===== src/shared/csc_cfg.svh =====
// Constants for the command source combiner: register map, fields, resets.
`ifndef CSC_CFG_SVH
`define CSC_CFG_SVH

`define CSC_ADDR_W 4
`define CSC_DATA_W 16

`define CSC_REG_MODE 4'h0
`define CSC_REG_SER 4'h1
`define CSC_REG_STAT 4'h2

`define CSC_MODE_W 6
`define CSC_MODE_DIR_LSB 0
`define CSC_MODE_SET_LSB 2
`define CSC_MODE_PRE_LSB 4
`define CSC_MODE_RST 6'h3c

`define CSC_SER_W 5
`define CSC_SER_DIR_BIT 0
`define CSC_SER_SET_LSB 1
`define CSC_SER_PRE_LSB 3
`define CSC_SER_RST 5'h00

`define CSC_ST_DIR_BIT 0
`define CSC_ST_SET_LSB 1
`define CSC_ST_PRE_LSB 4
`define CSC_ST_TDIR_BIT 7
`define CSC_ST_TSET_LSB 8
`define CSC_ST_TPRE_LSB 10

`define CSC_NUM_W 3
`define CSC_NUM_RST 3'h1
`define CSC_NUM_ONE 3'h1
`define CSC_NUM_MAX 3'h4
`define CSC_CODE_W 2
`define CSC_FIELDS 3

`endif


===== src/shared/csc_pkg.sv =====
// Types and shared decoding functions of the command source combiner.
`include "csc_cfg.svh"

package csc_pkg;

   typedef enum logic [1:0] {
      CSC_MODE_TERM,
      CSC_MODE_SER,
      CSC_MODE_AND,
      CSC_MODE_OR
   } csc_mode_t;

   typedef struct packed {
      logic [`CSC_MODE_W-1:0] mode;
      logic [`CSC_SER_W-1:0] ser;
   } csc_regs_st_t;

   typedef struct packed {
      logic dir_ccw;
      logic [`CSC_NUM_W-1:0] setup_num;
      logic [`CSC_NUM_W-1:0] preset_num;
      logic [`CSC_DATA_W-1:0] rdata;
   } csc_top_st_t;

   // One result bit from its terminal and serial sources.
   function automatic logic csc_mix_bit(input csc_mode_t m, input logic t, input logic s);
      logic r;
      r = 1'b0;
      case (m)
         CSC_MODE_TERM: r = t;
         CSC_MODE_SER: r = s;
         CSC_MODE_AND: r = t & s;
         CSC_MODE_OR: r = t | s;
         default: r = t;
      endcase
      return r;
   endfunction

   // Selection code 00..11 to number 1..4.
   function automatic logic [`CSC_NUM_W-1:0] csc_num(input logic [`CSC_CODE_W-1:0] code);
      return {1'b0, code} + `CSC_NUM_ONE;
   endfunction

endpackage


===== src/shared/csc_mix_if.sv =====
// Interface carrying one field's mode, sources and combined result.
`timescale 1ns/10ps

interface csc_mix_if #(
   parameter int W = 2
);
   logic [1:0] mode;
   logic [W-1:0] term;
   logic [W-1:0] ser;
   logic [W-1:0] res;

   modport src (
      output mode,
      output term,
      output ser,
      input res
   );

   modport mix (
      input mode,
      input term,
      input ser,
      output res
   );
endinterface


===== src/design/csc_mix.sv =====
// Bitwise source combiner for one selection field.
`timescale 1ns/10ps

module csc_mix
   import csc_pkg::*;
#(
   parameter int W = 2
) (
   csc_mix_if.mix m
);
   genvar i;
   generate
      for (i = 0; i < W; i++) begin : g_bit
         assign m.res[i] = csc_mix_bit(csc_mode_t'(m.mode), m.term[i], m.ser[i]);
      end
   endgenerate
endmodule


===== src/design/csc_regs.sv =====
// Software-writable mode and serial command registers.
`timescale 1ns/10ps

module csc_regs
   import csc_pkg::*;
(
   input wire logic sys_clk,
   input wire logic nrst,
   input wire logic wr_stb,
   input wire logic [`CSC_ADDR_W-1:0] addr,
   input wire logic [`CSC_DATA_W-1:0] wdata,
   output logic [`CSC_MODE_W-1:0] mode_q,
   output logic [`CSC_SER_W-1:0] ser_q
);
   csc_regs_st_t st_q;
   csc_regs_st_t st_d;

   always_comb begin
      st_d = st_q;
      if (wr_stb && addr == `CSC_REG_MODE) begin
         st_d.mode = wdata[`CSC_MODE_W-1:0];
      end
      if (wr_stb && addr == `CSC_REG_SER) begin
         st_d.ser = wdata[`CSC_SER_W-1:0];
      end
   end

   always_ff @(posedge sys_clk) begin
      if (!nrst) begin
         st_q.mode <= `CSC_MODE_RST;
         st_q.ser <= `CSC_SER_RST;
      end else begin
         st_q <= st_d;
      end
   end

   assign mode_q = st_q.mode;
   assign ser_q = st_q.ser;
endmodule


===== src/design/csc_top.sv =====
// Command source combiner: merges terminal and serial direction and selection commands.
//
// Behaviour
// - Reversing source mode has four codes.
// - Terminal mode: terminal sets direction, serial ignored.
// - Serial mode: serial bit sets direction.
// - AND mode: counter-clockwise only when both set.
// - OR mode: counter-clockwise when either set.
// - Setup and preset have own four-code modes.
// - Two-bit combined code plus one gives setup.
// - Same combining picks one of four presets.
// - Terminal mode uses only terminal pair.
// - Serial mode uses only serial pair.
// - AND mode combines bits bitwise AND.
// - Serial needs serial command; AND needs both.
//
// The address map and strobed register access were chosen for this implementation.
`timescale 1ns/10ps

module csc_top
   import csc_pkg::*;
(
   input wire logic sys_clk,
   input wire logic nrst,
   input wire logic [`CSC_ADDR_W-1:0] reg_addr,
   input wire logic [`CSC_DATA_W-1:0] reg_wdata,
   input wire logic reg_wr,
   input wire logic reg_rd,
   output logic [`CSC_DATA_W-1:0] reg_rdata,
   input wire logic reverse_terminal_input,
   input wire logic [`CSC_CODE_W-1:0] setup_terminal_code,
   input wire logic [`CSC_CODE_W-1:0] preset_terminal_code,
   output logic dir_ccw,
   output logic [`CSC_NUM_W-1:0] setup_num,
   output logic [`CSC_NUM_W-1:0] preset_num
);

   csc_top_st_t st_q;
   csc_top_st_t st_d;

   logic [`CSC_MODE_W-1:0] mode_q;
   logic [`CSC_SER_W-1:0] ser_q;

   csc_mode_t dir_mode;
   csc_mode_t set_mode;
   csc_mode_t pre_mode;

   logic ser_dir;
   logic [`CSC_CODE_W-1:0] ser_set;
   logic [`CSC_CODE_W-1:0] ser_pre;

   // Per-field views, indexed 0 direction, 1 setup, 2 preset.
   logic [1:0] fld_mode [`CSC_FIELDS];
   logic [`CSC_CODE_W-1:0] fld_term [`CSC_FIELDS];
   logic [`CSC_CODE_W-1:0] fld_ser [`CSC_FIELDS];
   logic [`CSC_CODE_W-1:0] fld_res [`CSC_FIELDS];

   logic [`CSC_DATA_W-1:0] status;

   csc_regs u_regs (
      .sys_clk(sys_clk),
      .nrst(nrst),
      .wr_stb(reg_wr),
      .addr(reg_addr),
      .wdata(reg_wdata),
      .mode_q(mode_q),
      .ser_q(ser_q)
   );

   assign dir_mode = csc_mode_t'(mode_q[`CSC_MODE_DIR_LSB +: `CSC_CODE_W]);
   assign set_mode = csc_mode_t'(mode_q[`CSC_MODE_SET_LSB +: `CSC_CODE_W]);
   assign pre_mode = csc_mode_t'(mode_q[`CSC_MODE_PRE_LSB +: `CSC_CODE_W]);

   assign ser_dir = ser_q[`CSC_SER_DIR_BIT];
   assign ser_set = ser_q[`CSC_SER_SET_LSB +: `CSC_CODE_W];
   assign ser_pre = ser_q[`CSC_SER_PRE_LSB +: `CSC_CODE_W];

   // The direction rides in bit 0 of a two-bit field so that one combiner shape serves all three.
   always_comb begin
      fld_mode[0] = dir_mode;
      fld_term[0] = {1'b0, reverse_terminal_input};
      fld_ser[0] = {1'b0, ser_dir};
      fld_mode[1] = set_mode;
      fld_term[1] = setup_terminal_code;
      fld_ser[1] = ser_set;
      fld_mode[2] = pre_mode;
      fld_term[2] = preset_terminal_code;
      fld_ser[2] = ser_pre;
   end

   genvar f;
   generate
      for (f = 0; f < `CSC_FIELDS; f++) begin : g_fld
         csc_mix_if #(.W(`CSC_CODE_W)) mix_if ();
         assign mix_if.mode = fld_mode[f];
         assign mix_if.term = fld_term[f];
         assign mix_if.ser = fld_ser[f];
         assign fld_res[f] = mix_if.res;
         csc_mix #(.W(`CSC_CODE_W)) u_mix (
            .m(mix_if.mix)
         );
      end
   endgenerate

   always_comb begin
      status = '0;
      status[`CSC_ST_DIR_BIT] = st_q.dir_ccw;
      status[`CSC_ST_SET_LSB +: `CSC_NUM_W] = st_q.setup_num;
      status[`CSC_ST_PRE_LSB +: `CSC_NUM_W] = st_q.preset_num;
      status[`CSC_ST_TDIR_BIT] = reverse_terminal_input;
      status[`CSC_ST_TSET_LSB +: `CSC_CODE_W] = setup_terminal_code;
      status[`CSC_ST_TPRE_LSB +: `CSC_CODE_W] = preset_terminal_code;
   end

   // Results follow the sources one clock later; no filtering, so a terminal glitch
   // that is sampled on an edge reaches the outputs.
   always_comb begin
      st_d = st_q;
      st_d.dir_ccw = fld_res[0][0];
      st_d.setup_num = csc_num(fld_res[1]);
      st_d.preset_num = csc_num(fld_res[2]);
      st_d.rdata = '0;
      if (reg_rd) begin
         case (reg_addr)
            `CSC_REG_MODE: st_d.rdata = {{(`CSC_DATA_W-`CSC_MODE_W){1'b0}}, mode_q};
            `CSC_REG_SER: st_d.rdata = {{(`CSC_DATA_W-`CSC_SER_W){1'b0}}, ser_q};
            `CSC_REG_STAT: st_d.rdata = status;
            default: st_d.rdata = '0;
         endcase
      end
   end

   always_ff @(posedge sys_clk) begin
      if (!nrst) begin
         st_q.dir_ccw <= 1'b0;
         st_q.setup_num <= `CSC_NUM_RST;
         st_q.preset_num <= `CSC_NUM_RST;
         st_q.rdata <= '0;
      end else begin
         st_q <= st_d;
      end
   end

   assign dir_ccw = st_q.dir_ccw;
   assign setup_num = st_q.setup_num;
   assign preset_num = st_q.preset_num;
   assign reg_rdata = st_q.rdata;
endmodule


===== config.mk =====
export PLATFORM = sky130hd
export DESIGN_NAME = csc_top
export DESIGN_NICKNAME = d
export VERILOG_FILES = /design/src/shared/csc_pkg.sv /design/src/shared/csc_mix_if.sv /design/src/design/csc_mix.sv /design/src/design/csc_regs.sv /design/src/design/csc_top.sv
export VERILOG_INCLUDE_DIRS = /design/src /design/src/shared
export SDC_FILE = /design/constraint.sdc
export NUM_CORES = 1
export LEC_CHECK = 0
export BUFFER_PORTS_ARGS = -buffer_cell sky130_fd_sc_hd__buf_2
export CAP_MARGIN = 25
export CORE_MARGIN = 4
export CORE_UTILIZATION = 40
export CTS_BUF_LIST = sky130_fd_sc_hd__clkbuf_16
export CTS_CLUSTER_DIAMETER = 60
export DETAILED_ROUTE_END_ITERATION = 10
export PLACE_DENSITY = 0.78
export SKIP_CTS_REPAIR_TIMING = 1
export SLEW_MARGIN = 20
export SYNTH_ARGS = -nofsm -noshare
export SYNTH_HDL_FRONTEND = slang
export SYNTH_SLANG_ARGS = --single-unit
export TNS_END_PERCENT = 5

===== constraint.sdc =====
create_clock -name sys_clk -period 1.2 [get_ports sys_clk]
set_input_delay 0.06 -clock sys_clk [delete_from_list [all_inputs] [get_ports sys_clk]]
set_output_delay 0.06 -clock sys_clk [all_outputs]
set_load 0.005 [all_outputs]

==> results of run 1 <==
==> registers in the layout, indices dropped and copies added, names as in the netlist <==
| signal | count |
|---|---|
| reg_rdata | 12 |
| u_regs.mode_q | 6 |
| u_regs.ser_q | 5 |
| preset_num | 3 |
| setup_num | 3 |
| dir_ccw | 1 |
==> worst max-delay path by stage <==
| stage | startpoint | endpoint | cells after the start |
|---|---|---|---|
| finish | u_regs.mode_q[5] | preset_num[1] | 5 |
| global placement | u_regs.mode_q[2] | setup_num[1] | 4 |
| global route | u_regs.mode_q[5] | preset_num[1] | 4 |
| floorplan | u_regs.mode_q[2] | setup_num[1] | 4 |
| detailed placement | u_regs.mode_q[2] | setup_num[1] | 4 |
| CTS | u_regs.mode_q[2] | setup_num[1] | 4 |
==> cell families (layout without fill, tap and decap cells) <==
family | after synthesis | after routing | synth area share, %
AND/OR/NAND/NOR | 50 | 50 | 21.85
flip-flops | 30 | 30 | 49.95
AO/OA/AOI/OAI | 21 | 21 | 13.11
buffers and inverters | 10 | 55 | 4.579
multiplexers | 8 | 8 | 6.660
adder cells (fa/ha/maj) | 2 | 2 | 2.081
XOR/XNOR | 2 | 2 | 1.457
other | 1 | 4 | 0.3119
==> metal layers <==
| layer | GRT usage, % | routed length [um] | vias up |
|---|---|---|---|
| li1 | - | - | 524 |
| met1 | 14.84 | 1034 | 479 |
| met5 | 0 | 0 | - |
| met4 | 10.19 | 102 | 0 |
| met2 | 23.30 | 1327 | 61 |
| met3 | 8.273 | 284 | 14 |
==> critical path, cell delays in order (launching register included) <==
cell and delay [ns]:
sky130_fd_sc_hd__dfxtp_4 0.37, sky130_fd_sc_hd__nor2_1 0.04, sky130_fd_sc_hd__o21ai_0 0.13, sky130_fd_sc_hd__o21ai_1 0.09, sky130_fd_sc_hd__ha_1 0.29, sky130_fd_sc_hd__and2_1 0.16
==> through the flow <==
stage | hold slack (ns) | instances | total power (W) | utilization, % | cell area [um2]
finish | 0.01034 | 203 | 0.002400 | 58.47 | 1640
detailed placement | 0.2947 | 194 | 0.001236 | 51.43 | 1443
CTS | 0.01188 | 202 | 0.002398 | 56.47 | 1584
global route | 0.01900 | 203 | 0.002516 | 58.47 | 1640
floorplan | 0.1383 | 127 | 0.001153 | - | 1214
global placement | 0.2927 | 194 | 0.001226 | 51.43 | 1443
==> placed cells by master (no fill, tap or decap), types with 3 or more instances in the layout <==
cell type	n
sky130_fd_sc_hd__nand3_1	3
sky130_fd_sc_hd__a211o_1	4
sky130_fd_sc_hd__a21oi_1	3
sky130_fd_sc_hd__buf_2	37
sky130_fd_sc_hd__buf_4	7
sky130_fd_sc_hd__nand2_1	18
sky130_fd_sc_hd__nor2_1	8
sky130_fd_sc_hd__clkbuf_16	5
sky130_fd_sc_hd__and2_1	9
sky130_fd_sc_hd__mux2i_1	8
sky130_fd_sc_hd__a222oi_1	5
sky130_fd_sc_hd__dfxtp_1	27
sky130_fd_sc_hd__conb_1	4
sky130_fd_sc_hd__and4_1	4
==> layout make-up <==
type	instances	share of cell area (%)
Clock buffer	5	7.628
Sequential cell	30	37.15
Clock inverter	3	0.9916
Multi-Input combinational cell	87	36.23
Timing Repair Buffer	45	15.18
Inverter	2	0.4577
Tap cell	31	2.365
==> power breakdown <==
group / switching (W) / internal, W / total, W
clock: 0.000412 / 0.000752 / 0.00116
combinational: 0.000105 / 0.0000943 / 0.000199
sequential: 0.0000152 / 0.00102 / 0.00104
==> metrics list, run 1 <==
- The run finished with clean final reports.
- Synthesis warning total: 0
- For this design the top-level I/O count stands at 52.
- In the final layout, the multi-input gates occupy 594.3 um2.
- The hold violation total from the final report is 0.
- Static timing analysis puts the maximum clock frequency at 844.8 MHz.
- Setup slack on the critical path of the routed design comes to 0.01633 ns.
- Dividing the final minimum period by the clock period gives 98.64%.
- Vertical extent of the die: roughly 63 um
- The worst hold path passes through 2 cells.
* Static leakage power: 0.7534 nW
* GRT Total Usage: 14.82%
- Worst-case clock buffer depth: 2
- The worst setup path is launched from a flop.
- Dividing total power by cell area gives a power density of around 1500 mW/mm2.
- The die covers 0.003947 mm2.
* Final HPWL from detailed placement: 2.094 mm
- Number of antenna repair diodes: 0
- Setup TNS: 0 ns
- Required arrival time at the worst endpoint: 1.37 ns
- Of all cell types, the one taking the most synthesized area is sky130_fd_sc_hd__dfxtp_1.
* Post-synthesis instance area: 0.001202 mm2
- Port buffering added 37 buffers.
- Prevailing post-synth register cell: sky130_fd_sc_hd__dfxtp_1
* First-pass GRT wire length: 4.512 mm
- The H-tree was split into 2 levels.
- The count of nets left with antenna violations once routing finished came out at 0.
* Vias in the first global route: 1024
- Dividing the detail-routed wire length by the instance count gives 13.54 um.
- Synth-to-Final Area Change: 36.42%
- DRC violations left: 0
- After synthesis the netlist holds a flip-flop and latch count of 30.
- Sequential Area: 609.3 um2
* Vias per Instance: 5.310
- Final critical-path required period: around 1.2 ns
- End of the worst hold path: reg_rdata[7]
* RSZ-0062 raised after global routing: yes
- Pre-antenna DRT Iters: 7
* Hold/Removal Path Class: in2reg
* R2R Setup Slk: 0.02 ns
- Net total in the final layout: 202
- Synthesis instantiated 28 different standard cells from the library.
* Final routed wirelength across all metal layers: 2.749 mm
* Top cells by count, synth: 30 x sky130_fd_sc_hd__dfxtp_1, 18 x sky130_fd_sc_hd__nand2_1, 10 x sky130_fd_sc_hd__and2_1
* Crit Path Max Fanout: 6
* Total of fill cells in the finished design: 237
* Part of the Yosys area used for sequential elements: 49.95%
- DIE WIDTH: 62.83 um
- For this configuration, the core starts out at a cell density of a little over two fifths.
* Clock-pin slew reported for the worst setup and hold paths after clock tree synthesis: 0.05 ns
- The number of clock buffers added by TritonCTS is 5.
- The worst setup path is captured at a flop.
* Core Footprint: 0.002805 mm2
- Kind of critical path: reg2reg
* Total of endpoints with negative setup slack in the final report: 0
- The worst hold path begins at reverse_terminal_input.
- Vias: ~1100
- Instance count of the mapped netlist: 124
- Share of cells above drive strength 1: 37.21%
- IR analysis of the VDD net gives a maximum drop of 757.9 uV.
* Cell types occupying the most area after synthesis: sky130_fd_sc_hd__dfxtp_1 50%, sky130_fd_sc_hd__mux2i_1 6.7%, sky130_fd_sc_hd__nand2_1 5.6%, sky130_fd_sc_hd__and2_1 5.2%, sky130_fd_sc_hd__a222oi_1 4.2%
- Clk_skew: 0.001517 ns
- The number of cells on the worst reg-to-reg path is 5.
- Data on the critical path arrives at its endpoint at 1.35 ns.
* Largest net degree at the start of global routing: 15
* Async S/R FF share, synth: 0%
- EDFF count, synth: 0
* TritonCTS clock tree: done
- The later pin in the worst-skew pair is clocked with a latency of 0.28 ns.
- Dpl ws: -0.04997 ns
- Mean area per synthesized cell: slightly below 10 um2
* Cell chosen for the clock root: sky130_fd_sc_hd__clkbuf_16
* TritonCTS Sinks: 30
- Global routing finished with a remaining overflow of 0.
- Iteration-0 DRC count of the detailed router: 94
- Across the run, the number of max-cap violations was 0.
* Top-area cell type share of the netlist area: 49.95%
- The number of antenna violations at the first check in global routing is 0.
* Reg-to-reg critical path endpoint: preset_num[1]
* Routability congestion estimate: 0.8436
- Max-slew violation count: 0
- The startpoint identified for the worst register-to-register timing path is u_regs.mode_q[5].
- The floorplan has 19 rows.
- Cell with the most instances after synthesis: sky130_fd_sc_hd__dfxtp_1
No activity file was read; power rests on OpenSTA's default activity.
==> run 2: changes to the inputs <==
- ABC_AREA: unset -> 1
- PLACE_DENSITY: 0.78 -> 0.76
==> run 2 against run 1 <==
Critical path type unchanged. Via count up 14%. Utilization down 2.1 points. Routed wire length up 12%. Count of clock-buffer cells in the layout unchanged. Die area up 9.0%.
==> metrics list, run 2 <==
* Result of the run: completed
- At the worst endpoint, the required time is between 1 and 1.5 ns.
* Cell area after layout: about 0.0018 mm2
- After synthesis, the cell types taking the most area are sky130_fd_sc_hd__dfxtp_1 45%, sky130_fd_sc_hd__nand2_1 13%, sky130_fd_sc_hd__nand3_1 10%, sky130_fd_sc_hd__inv_1 7.9%, sky130_fd_sc_hd__nor2_1 5.1%.
- Combinational family with the most area after synthesis: simple AND/OR/NAND/NOR gates
- The worst path uses 95.96% of the clock period.
* Maximum cell stage delay along the critical path: 0.32 ns
- Sequential cells were found to cover between 40% and 50% of the synthesized design area.
* Vertical extent of the die: 65.58 um
- Ranked by instance count, the synthesized netlist is headed by 45 x sky130_fd_sc_hd__nand2_1, 30 x sky130_fd_sc_hd__dfxtp_1, 28 x sky130_fd_sc_hd__inv_1.
- The die covers 0.004301 mm2.
- The average instance in the mapped netlist occupies 7.169 um2.
- 52 I/O pins were placed.
- The tightest min-delay check is of the in2reg type.
- Level count of the clock H-tree: 2
- Worst-case clock buffer depth: 2
- Number of rows in the core area: 20
* Cell chosen for the clock root: sky130_fd_sc_hd__clkbuf_16
* Skew-Pair Late Insertion Delay: around 0.27 ns
- After the last flow step, the layout net total stands at about 260.
- Setup violations remaining at the end of the flow were counted as 0.
* Basic-gate share of the synthesized area counting and, or, nand and nor cells: 34.72%
- Together, buffers and inverters on the worst path number 3.
* Final setup slack of the worst path: 0.04844 ns
* Synth-to-Final Area Change: 31.98%
- Max reg flops: 12
- DRC violations left: 0
- Kind of critical path: reg2reg
- The detailed router put a total of 1.335 mm of wire on met1.
- Yosys instantiated no cell more often than sky130_fd_sc_hd__nand2_1.
- CTS Buf Count: 5
- Max-cap violations in this run came to 0.
- Multiplexer area fraction after synthesis: 0%
- Once detail routing completed, the nets flagged for antenna violations numbered 0.
- Power spread over the standard cell area amounts to 1378 mW/mm2.
* PortBufs: 37
- Setup repair after global routing could not meet its margin everywhere.
* Critical Path Start Type: flop
- Final routed wire length divided by cell count: 11.16 um
- Post-synthesis instance area: 0.001326 mm2
- Counting stages on the worst path, the most repeated cell is sky130_fd_sc_hd__inv_1.
- Clk_skew: 0.003579 ns
- WL met3: 172 um
* Commonest cells after routing, fill and taps aside: 45 x sky130_fd_sc_hd__nand2_1, 37 x sky130_fd_sc_hd__buf_2, 27 x sky130_fd_sc_hd__nand3_1
- Vias: 1234
- Summing the areas of all compound-gate instances in the mapped netlist gives ~4.7% of the synthesized area.
* Top-area cell type share of the netlist area: 45.28%
* Number of antenna repair diodes: 0
- Topmost layer with routed signal wires: met4
- Entering global routing, the biggest net connects 19 pins.
* Max-slew violation count: 0
- STA classifies the critical path endpoint as a flop.
* Vias in the first global route: 1075
* Dpl ws: 0.008596 ns
* Pre-antenna DRT Iters: 5
- After clock tree synthesis, the clock-pin slew on the worst setup and hold paths is 0.05 ns.
- Derived from the worst setup path, the maximum achievable clock frequency is 868.4 MHz.
- Cell breakdown of the critical path: inv_2 > nor2_4 > o21ai_1 > o21ai_0 > inv_1 > ha_4 > nand2_1 > inv_1
* Prevailing post-synth register cell: sky130_fd_sc_hd__dfxtp_1
- Static leakage power: 0.9732 nW
* EDFF count, synth: 0
- Share of cells above drive strength 1: 31.03%
- First-pass GRT wire length: ~4.6 mm
* Initial antenna violation count: 0
- Async S/R FF share, synth: 0%
- Core Footprint: 0.003103 mm2
- Cell taking the most area after synthesis: sky130_fd_sc_hd__dfxtp_1
- After detailed placement, the total cell area comes to 0.001569 mm2.
- Final HPWL from detailed placement: 2.128 mm
- Initial cell density of the core: a little over two fifths
* Synthesis warning total: 0
- Final critical-path required period: 1.152 ns
- For this design, the slowest cell found on the critical path is sky130_fd_sc_hd__dfxtp_2.
* GRT Total Usage: 14.29%
- After Yosys synthesis, full adders, half adders and majority gates account for 1.887% of the synthesized area.
* Total length of routed met2 wires: approximately 1.5 mm
- The floorplan step set the die width to 65.58 um.
- Delay-heaviest family, CP: flip-flops
* Worst path arrival time: 1.32 ns
* Register bit count reported by yosys: 30
* Unique masters post-synth: 19
* Final routed wirelength across all metal layers: ~3.1 mm
* Remaining global-route overflow: 0
* VDD IR-drop max: approximately 640 uV
- Of the total synthesized cell area, the portion taken by XOR and XNOR cells is 0%.
- Crit Path Max Fanout: 2
- Iteration-0 DRC count of the detailed router: 39
- The tightest hold path in the finished design has a slack of 0.005341 ns.
* TritonCTS Sinks: 30
- Vias per Instance: approximately 4.5
- TritonCTS clock tree: done
- Routability congestion estimate: a little over 0.8
- Most frequent standard cell in the layout excluding fill and tap cells: sky130_fd_sc_hd__nand2_1
- In the synthesized netlist, the number of instances is roughly 190.
- The hold violation total from the final report was 0.
## run 2: changes by cell type after synthesis, moves of 4 or more
cell | previous run | this run
sky130_fd_sc_hd__nand2_1 | 18 | 45
sky130_fd_sc_hd__inv_1 | 2 | 28
sky130_fd_sc_hd__nand3_1 | 3 | 27
sky130_fd_sc_hd__and2_1 | 10 | 0
sky130_fd_sc_hd__nor2_1 | 8 | 18
sky130_fd_sc_hd__mux2i_1 | 8 | 0
sky130_fd_sc_hd__a222oi_1 | 5 | 0
sky130_fd_sc_hd__a211o_1 | 4 | 0
sky130_fd_sc_hd__and4_1 | 4 | 0
sky130_fd_sc_hd__inv_2 | 0 | 4
## run 2: worst reg2reg max path: cells and delay by family (launching register included)
family                   cells  cell delay, ns
flip-flops                   1            0.32
AO/OA/AOI/OAI                2            0.23
buffers and inverters        3            0.21
AND/OR/NAND/NOR              2            0.11
adder cells (fa/ha/maj)      1            0.20
## run 2: metrics by stage
step	total power [W]	setup TNS (ns)	utilization, %	cells
3_3_place_gp	0.001267	0	50.56	267
4_1_cts	0.002416	-0.01062	55.00	275
3_5_place_dp	0.001272	0	50.56	267
2_1_floorplan	0.001189	0	-	188
6_report	0.002412	0	56.41	276
5_1_grt	0.002507	-0.09965	56.41	276
## run 2: logic make-up (layout without fill, tap and decap cells)
kind of cell | Yosys count | after routing
DFF | 30 | 30
adders and majority gates | 2 | 2
and+or+nand+nor | 100 | 100
AOI/OAI and AO/OA | 12 | 12
buffers and inverters | 40 | 84
other | 1 | 4
## run 2: path summary, 6_finish.rpt
path	from	to	slack, ns	cells past startpoint
worst min-delay path	reg_wdata[3]	u_regs.mode_q[3]	0.005	3
worst max-delay path	u_regs.mode_q[2]	setup_num[1]	0.05	8
worst min register to register	preset_num[2]	reg_rdata[6]	0.43	2
worst max register to register	u_regs.mode_q[2]	setup_num[1]	0.05	8
## run 2: final cells by class
cell class	instances	area, um2
clock buffers	5	125.1
clock inverters	3	12.51
fillers	308	1353
inverters	32	120.1
multi-input cells	118	590.6
flip-flops and latches	30	609.3
well taps	44	55.05
repair buffers	44	237.7
## run 2: report_power, final
| group | internal, W | switching, W | leakage [nW] |
|---|---|---|---|
| Clock | 0.000745 | 0.000399 | 0.0724 |
| Combinational | 0.0000901 | 0.000132 | 0.658 |
| Sequential | 0.00103 | 0.0000179 | 0.243 |
## run 2: routing by layer
layer / vias to the layer above / global-route usage (%)
li1: 655 / -
met1: 528 / 16.82
met2: 44 / 22.50
met3: 7 / 3.077
met4: 0 / 10.88
met5: - / 0
==> run 3: changes to the inputs <==
- REMOVE_ABC_BUFFERS: unset -> 1
==> run 3 against run 2 <==
Global-route usage is 0.23 points higher. Worst hold slack worse by 0.0014 ns. Register-to-register slack hardly changed. Final cell count is 1.1% lower. Critical path depth stayed put. Highest routed layer unchanged. Sequential cell count stayed put. Combinational power hardly changed. Setup slack worse by 0.0096 ns. Power is 9.9% higher. Routed wire length is 5.8% lower. Clock power is 21% higher.
==> metrics list, run 3 (same netlist as run 2, synthesis figures left out) <==
* Cell chosen for the clock root: sky130_fd_sc_hd__clkbuf_16
- Setup slack closes at 0.03883 ns.
- Global routing used between 10 and 15% of the available tracks.
- For this configuration, the core starts out at a cell density of 42.74%.
- The worst path in the final design needs a cycle of 1.161 ns, including I/O delays and setup.
- Most frequent standard cell in the layout excluding fill and tap cells: sky130_fd_sc_hd__nand2_1
- Setup violations remaining at the end of the flow were counted as 0.
* Initial antenna violation count: 0
- Between clock sinks in the finished design, the worst skew comes to 0.006369 ns.
- Max-slew violation count: 0
- Core Footprint: 0.003103 mm2
- In the layout the commonest cells are 44 x sky130_fd_sc_hd__nand2_1, 37 x sky130_fd_sc_hd__buf_2, 27 x sky130_fd_sc_hd__nand3_1.
* Total power divided by cell area: 1505 mW/mm2
- DRC violations left: 0
- Entering global routing, the biggest net connects 21 pins.
- Critical Path Start Type: flop
- The clock net in this run drives a total of 30 sinks.
- The completed layout was analyzed and its total power is 0.002651 W.
* Buffers plus inverters on the worst setup path: 3
* Result of the run: completed
- The clock tree synthesis step divided the H-tree into 2 levels.
- Vertical extent of the die: 65.58 um
* Iteration-0 DRC count of the detailed router: 42
- Summed over all layers, the global routing overflow is 0.
- Skew-Pair Late Insertion Delay: 0.27 ns
* Detail Route Antenna Nets: 0
- Static leakage power: 0.9671 nW
* Synth-to-Final Area Change: 32.83%
- Vias per Instance: 4.440
* Max reg flops: 12
* Fin cells: between 200 and 300
- Highest-delay cell along the critical path: sky130_fd_sc_hd__dfxtp_2
- Data on the critical path is required at its endpoint by 1.37 ns.
- Clock-pin slew reported for the worst setup and hold paths after clock tree synthesis: 0.05 ns
- The die covers approximately 0.0043 mm2.
- Max-cap violations: 0
* RSZ-0062 raised after global routing: yes
* Cell count after placement: 265
- The via count of the first global-routing pass is roughly 1100.
- Worst path arrival time: around 1.3 ns
- TritonCTS clock tree: done
* Crit Path Max Fanout: 4
- For this run, the detailed router's first-pass iteration total came to 4.
- Summing all multi-input logic gate instances after layout gives 585.6 um2.
* Routability congestion estimate: 0.8518
- Crit end category: flop
- Broken down by cell family, the worst path's largest delay share belongs to flip-flops.
* Dpl ws: -0.009926 ns
* Number of rows in the core area: 20
- In the final routed layout, each cell accounts on average for ~11 um.
* VDD IR-drop max: 758.2 uV
* Highest achievable clock rate: roughly 860 MHz
- Hold/Removal Path Class: in2reg
- In the final layout, the share of cells above drive strength 1 is 31.00%.
* Worst-case clock buffer depth: 2
- Input and output buffers added on the ports amount to 37.
- TritonCTS created 5 clock buffers.
- Sequential Area: 608.1 um2
* First-pass GRT wire length: 4.761 mm
* Total of fill cells in the finished design: 316
* Final count of hold timing violations: 0
- At the end of the flow, the number of nets in the layout was roughly 260.
- Vias: 1212
- Period utilization: 96.76%
* Final HPWL from detailed placement: 2.133 mm
- In this run the count of I/O pins placed on the die edge is 52.
- Cell breakdown of the critical path: inv_2 > o21ai_0 > nand2_1 > o21ai_0 > inv_1 > ha_4 > nand2_2 > inv_2
- DIE WIDTH: 65.58 um
- On the worst path, the slowest cell contributes a delay of ~0.33 ns.
- Number of antenna repair diodes: 0
- The worst setup path is of the reg2reg kind.
* Final routed wirelength across all metal layers: 2.901 mm
run 3: cell type report:
type                    instances  area share (%)
well taps                      44           3.125
clock buffers                   5           7.102
inverters                      32           6.818
clock inverters                 3           2.273
repair buffers                 41           12.93
flip-flops and latches         30           34.52
multi-input cells             118           33.24
run 3: final timing paths:
| kind | from | to | slack (ns) | cells past startpoint |
|---|---|---|---|---|
| worst max-delay path | u_regs.mode_q[5] | preset_num[1] | 0.04 | 8 |
| worst max register to register | u_regs.mode_q[5] | preset_num[1] | 0.04 | 8 |
| worst min register to register | preset_num[2] | reg_rdata[6] | 0.43 | 2 |
| worst min-delay path | reg_wdata[5] | u_regs.mode_q[5] | 0.004 | 3 |
run 3: routing by layer:
layer  track usage [%]  wire, um  up-vias
met5                 0         0        -
met4             6.736        50        0
met3             4.274       191        5
met2             24.40      1393       40
met1             16.84      1266      516
li1                  -         -      651
run 3: report_power, final:
part           switching [W]  internal (W)  leakage, nW
Clock               0.000414      0.000968       0.0836
Sequential         0.0000171       0.00103        0.243
Combinational       0.000132     0.0000931        0.641
Total               0.000563       0.00209        0.967
run 3: metrics by stage:
step	cell area (um2)	TNS, ns	utilization [%]	hold WS (ns)
after CTS	1732	-0.02221	55.81	0.004398
after global routing	1762	-0.08414	56.77	0.02472
final	1762	0	56.77	0.003937
after global placement	1567	0	50.48	0.2689
after floorplan	1284	-2.294	-	0.1288
after detailed placement	1567	-0.009926	50.48	0.2838
run 3: worst reg2reg max path, stage by stage (launching register included):
cell and delay [ns]:
sky130_fd_sc_hd__dfxtp_2 0.33, sky130_fd_sc_hd__inv_2 0.05, sky130_fd_sc_hd__o21ai_0 0.14, sky130_fd_sc_hd__nand2_1 0.06
sky130_fd_sc_hd__o21ai_0 0.07, sky130_fd_sc_hd__inv_1 0.09, sky130_fd_sc_hd__ha_4 0.24, sky130_fd_sc_hd__nand2_2 0.06
sky130_fd_sc_hd__inv_2 0.02
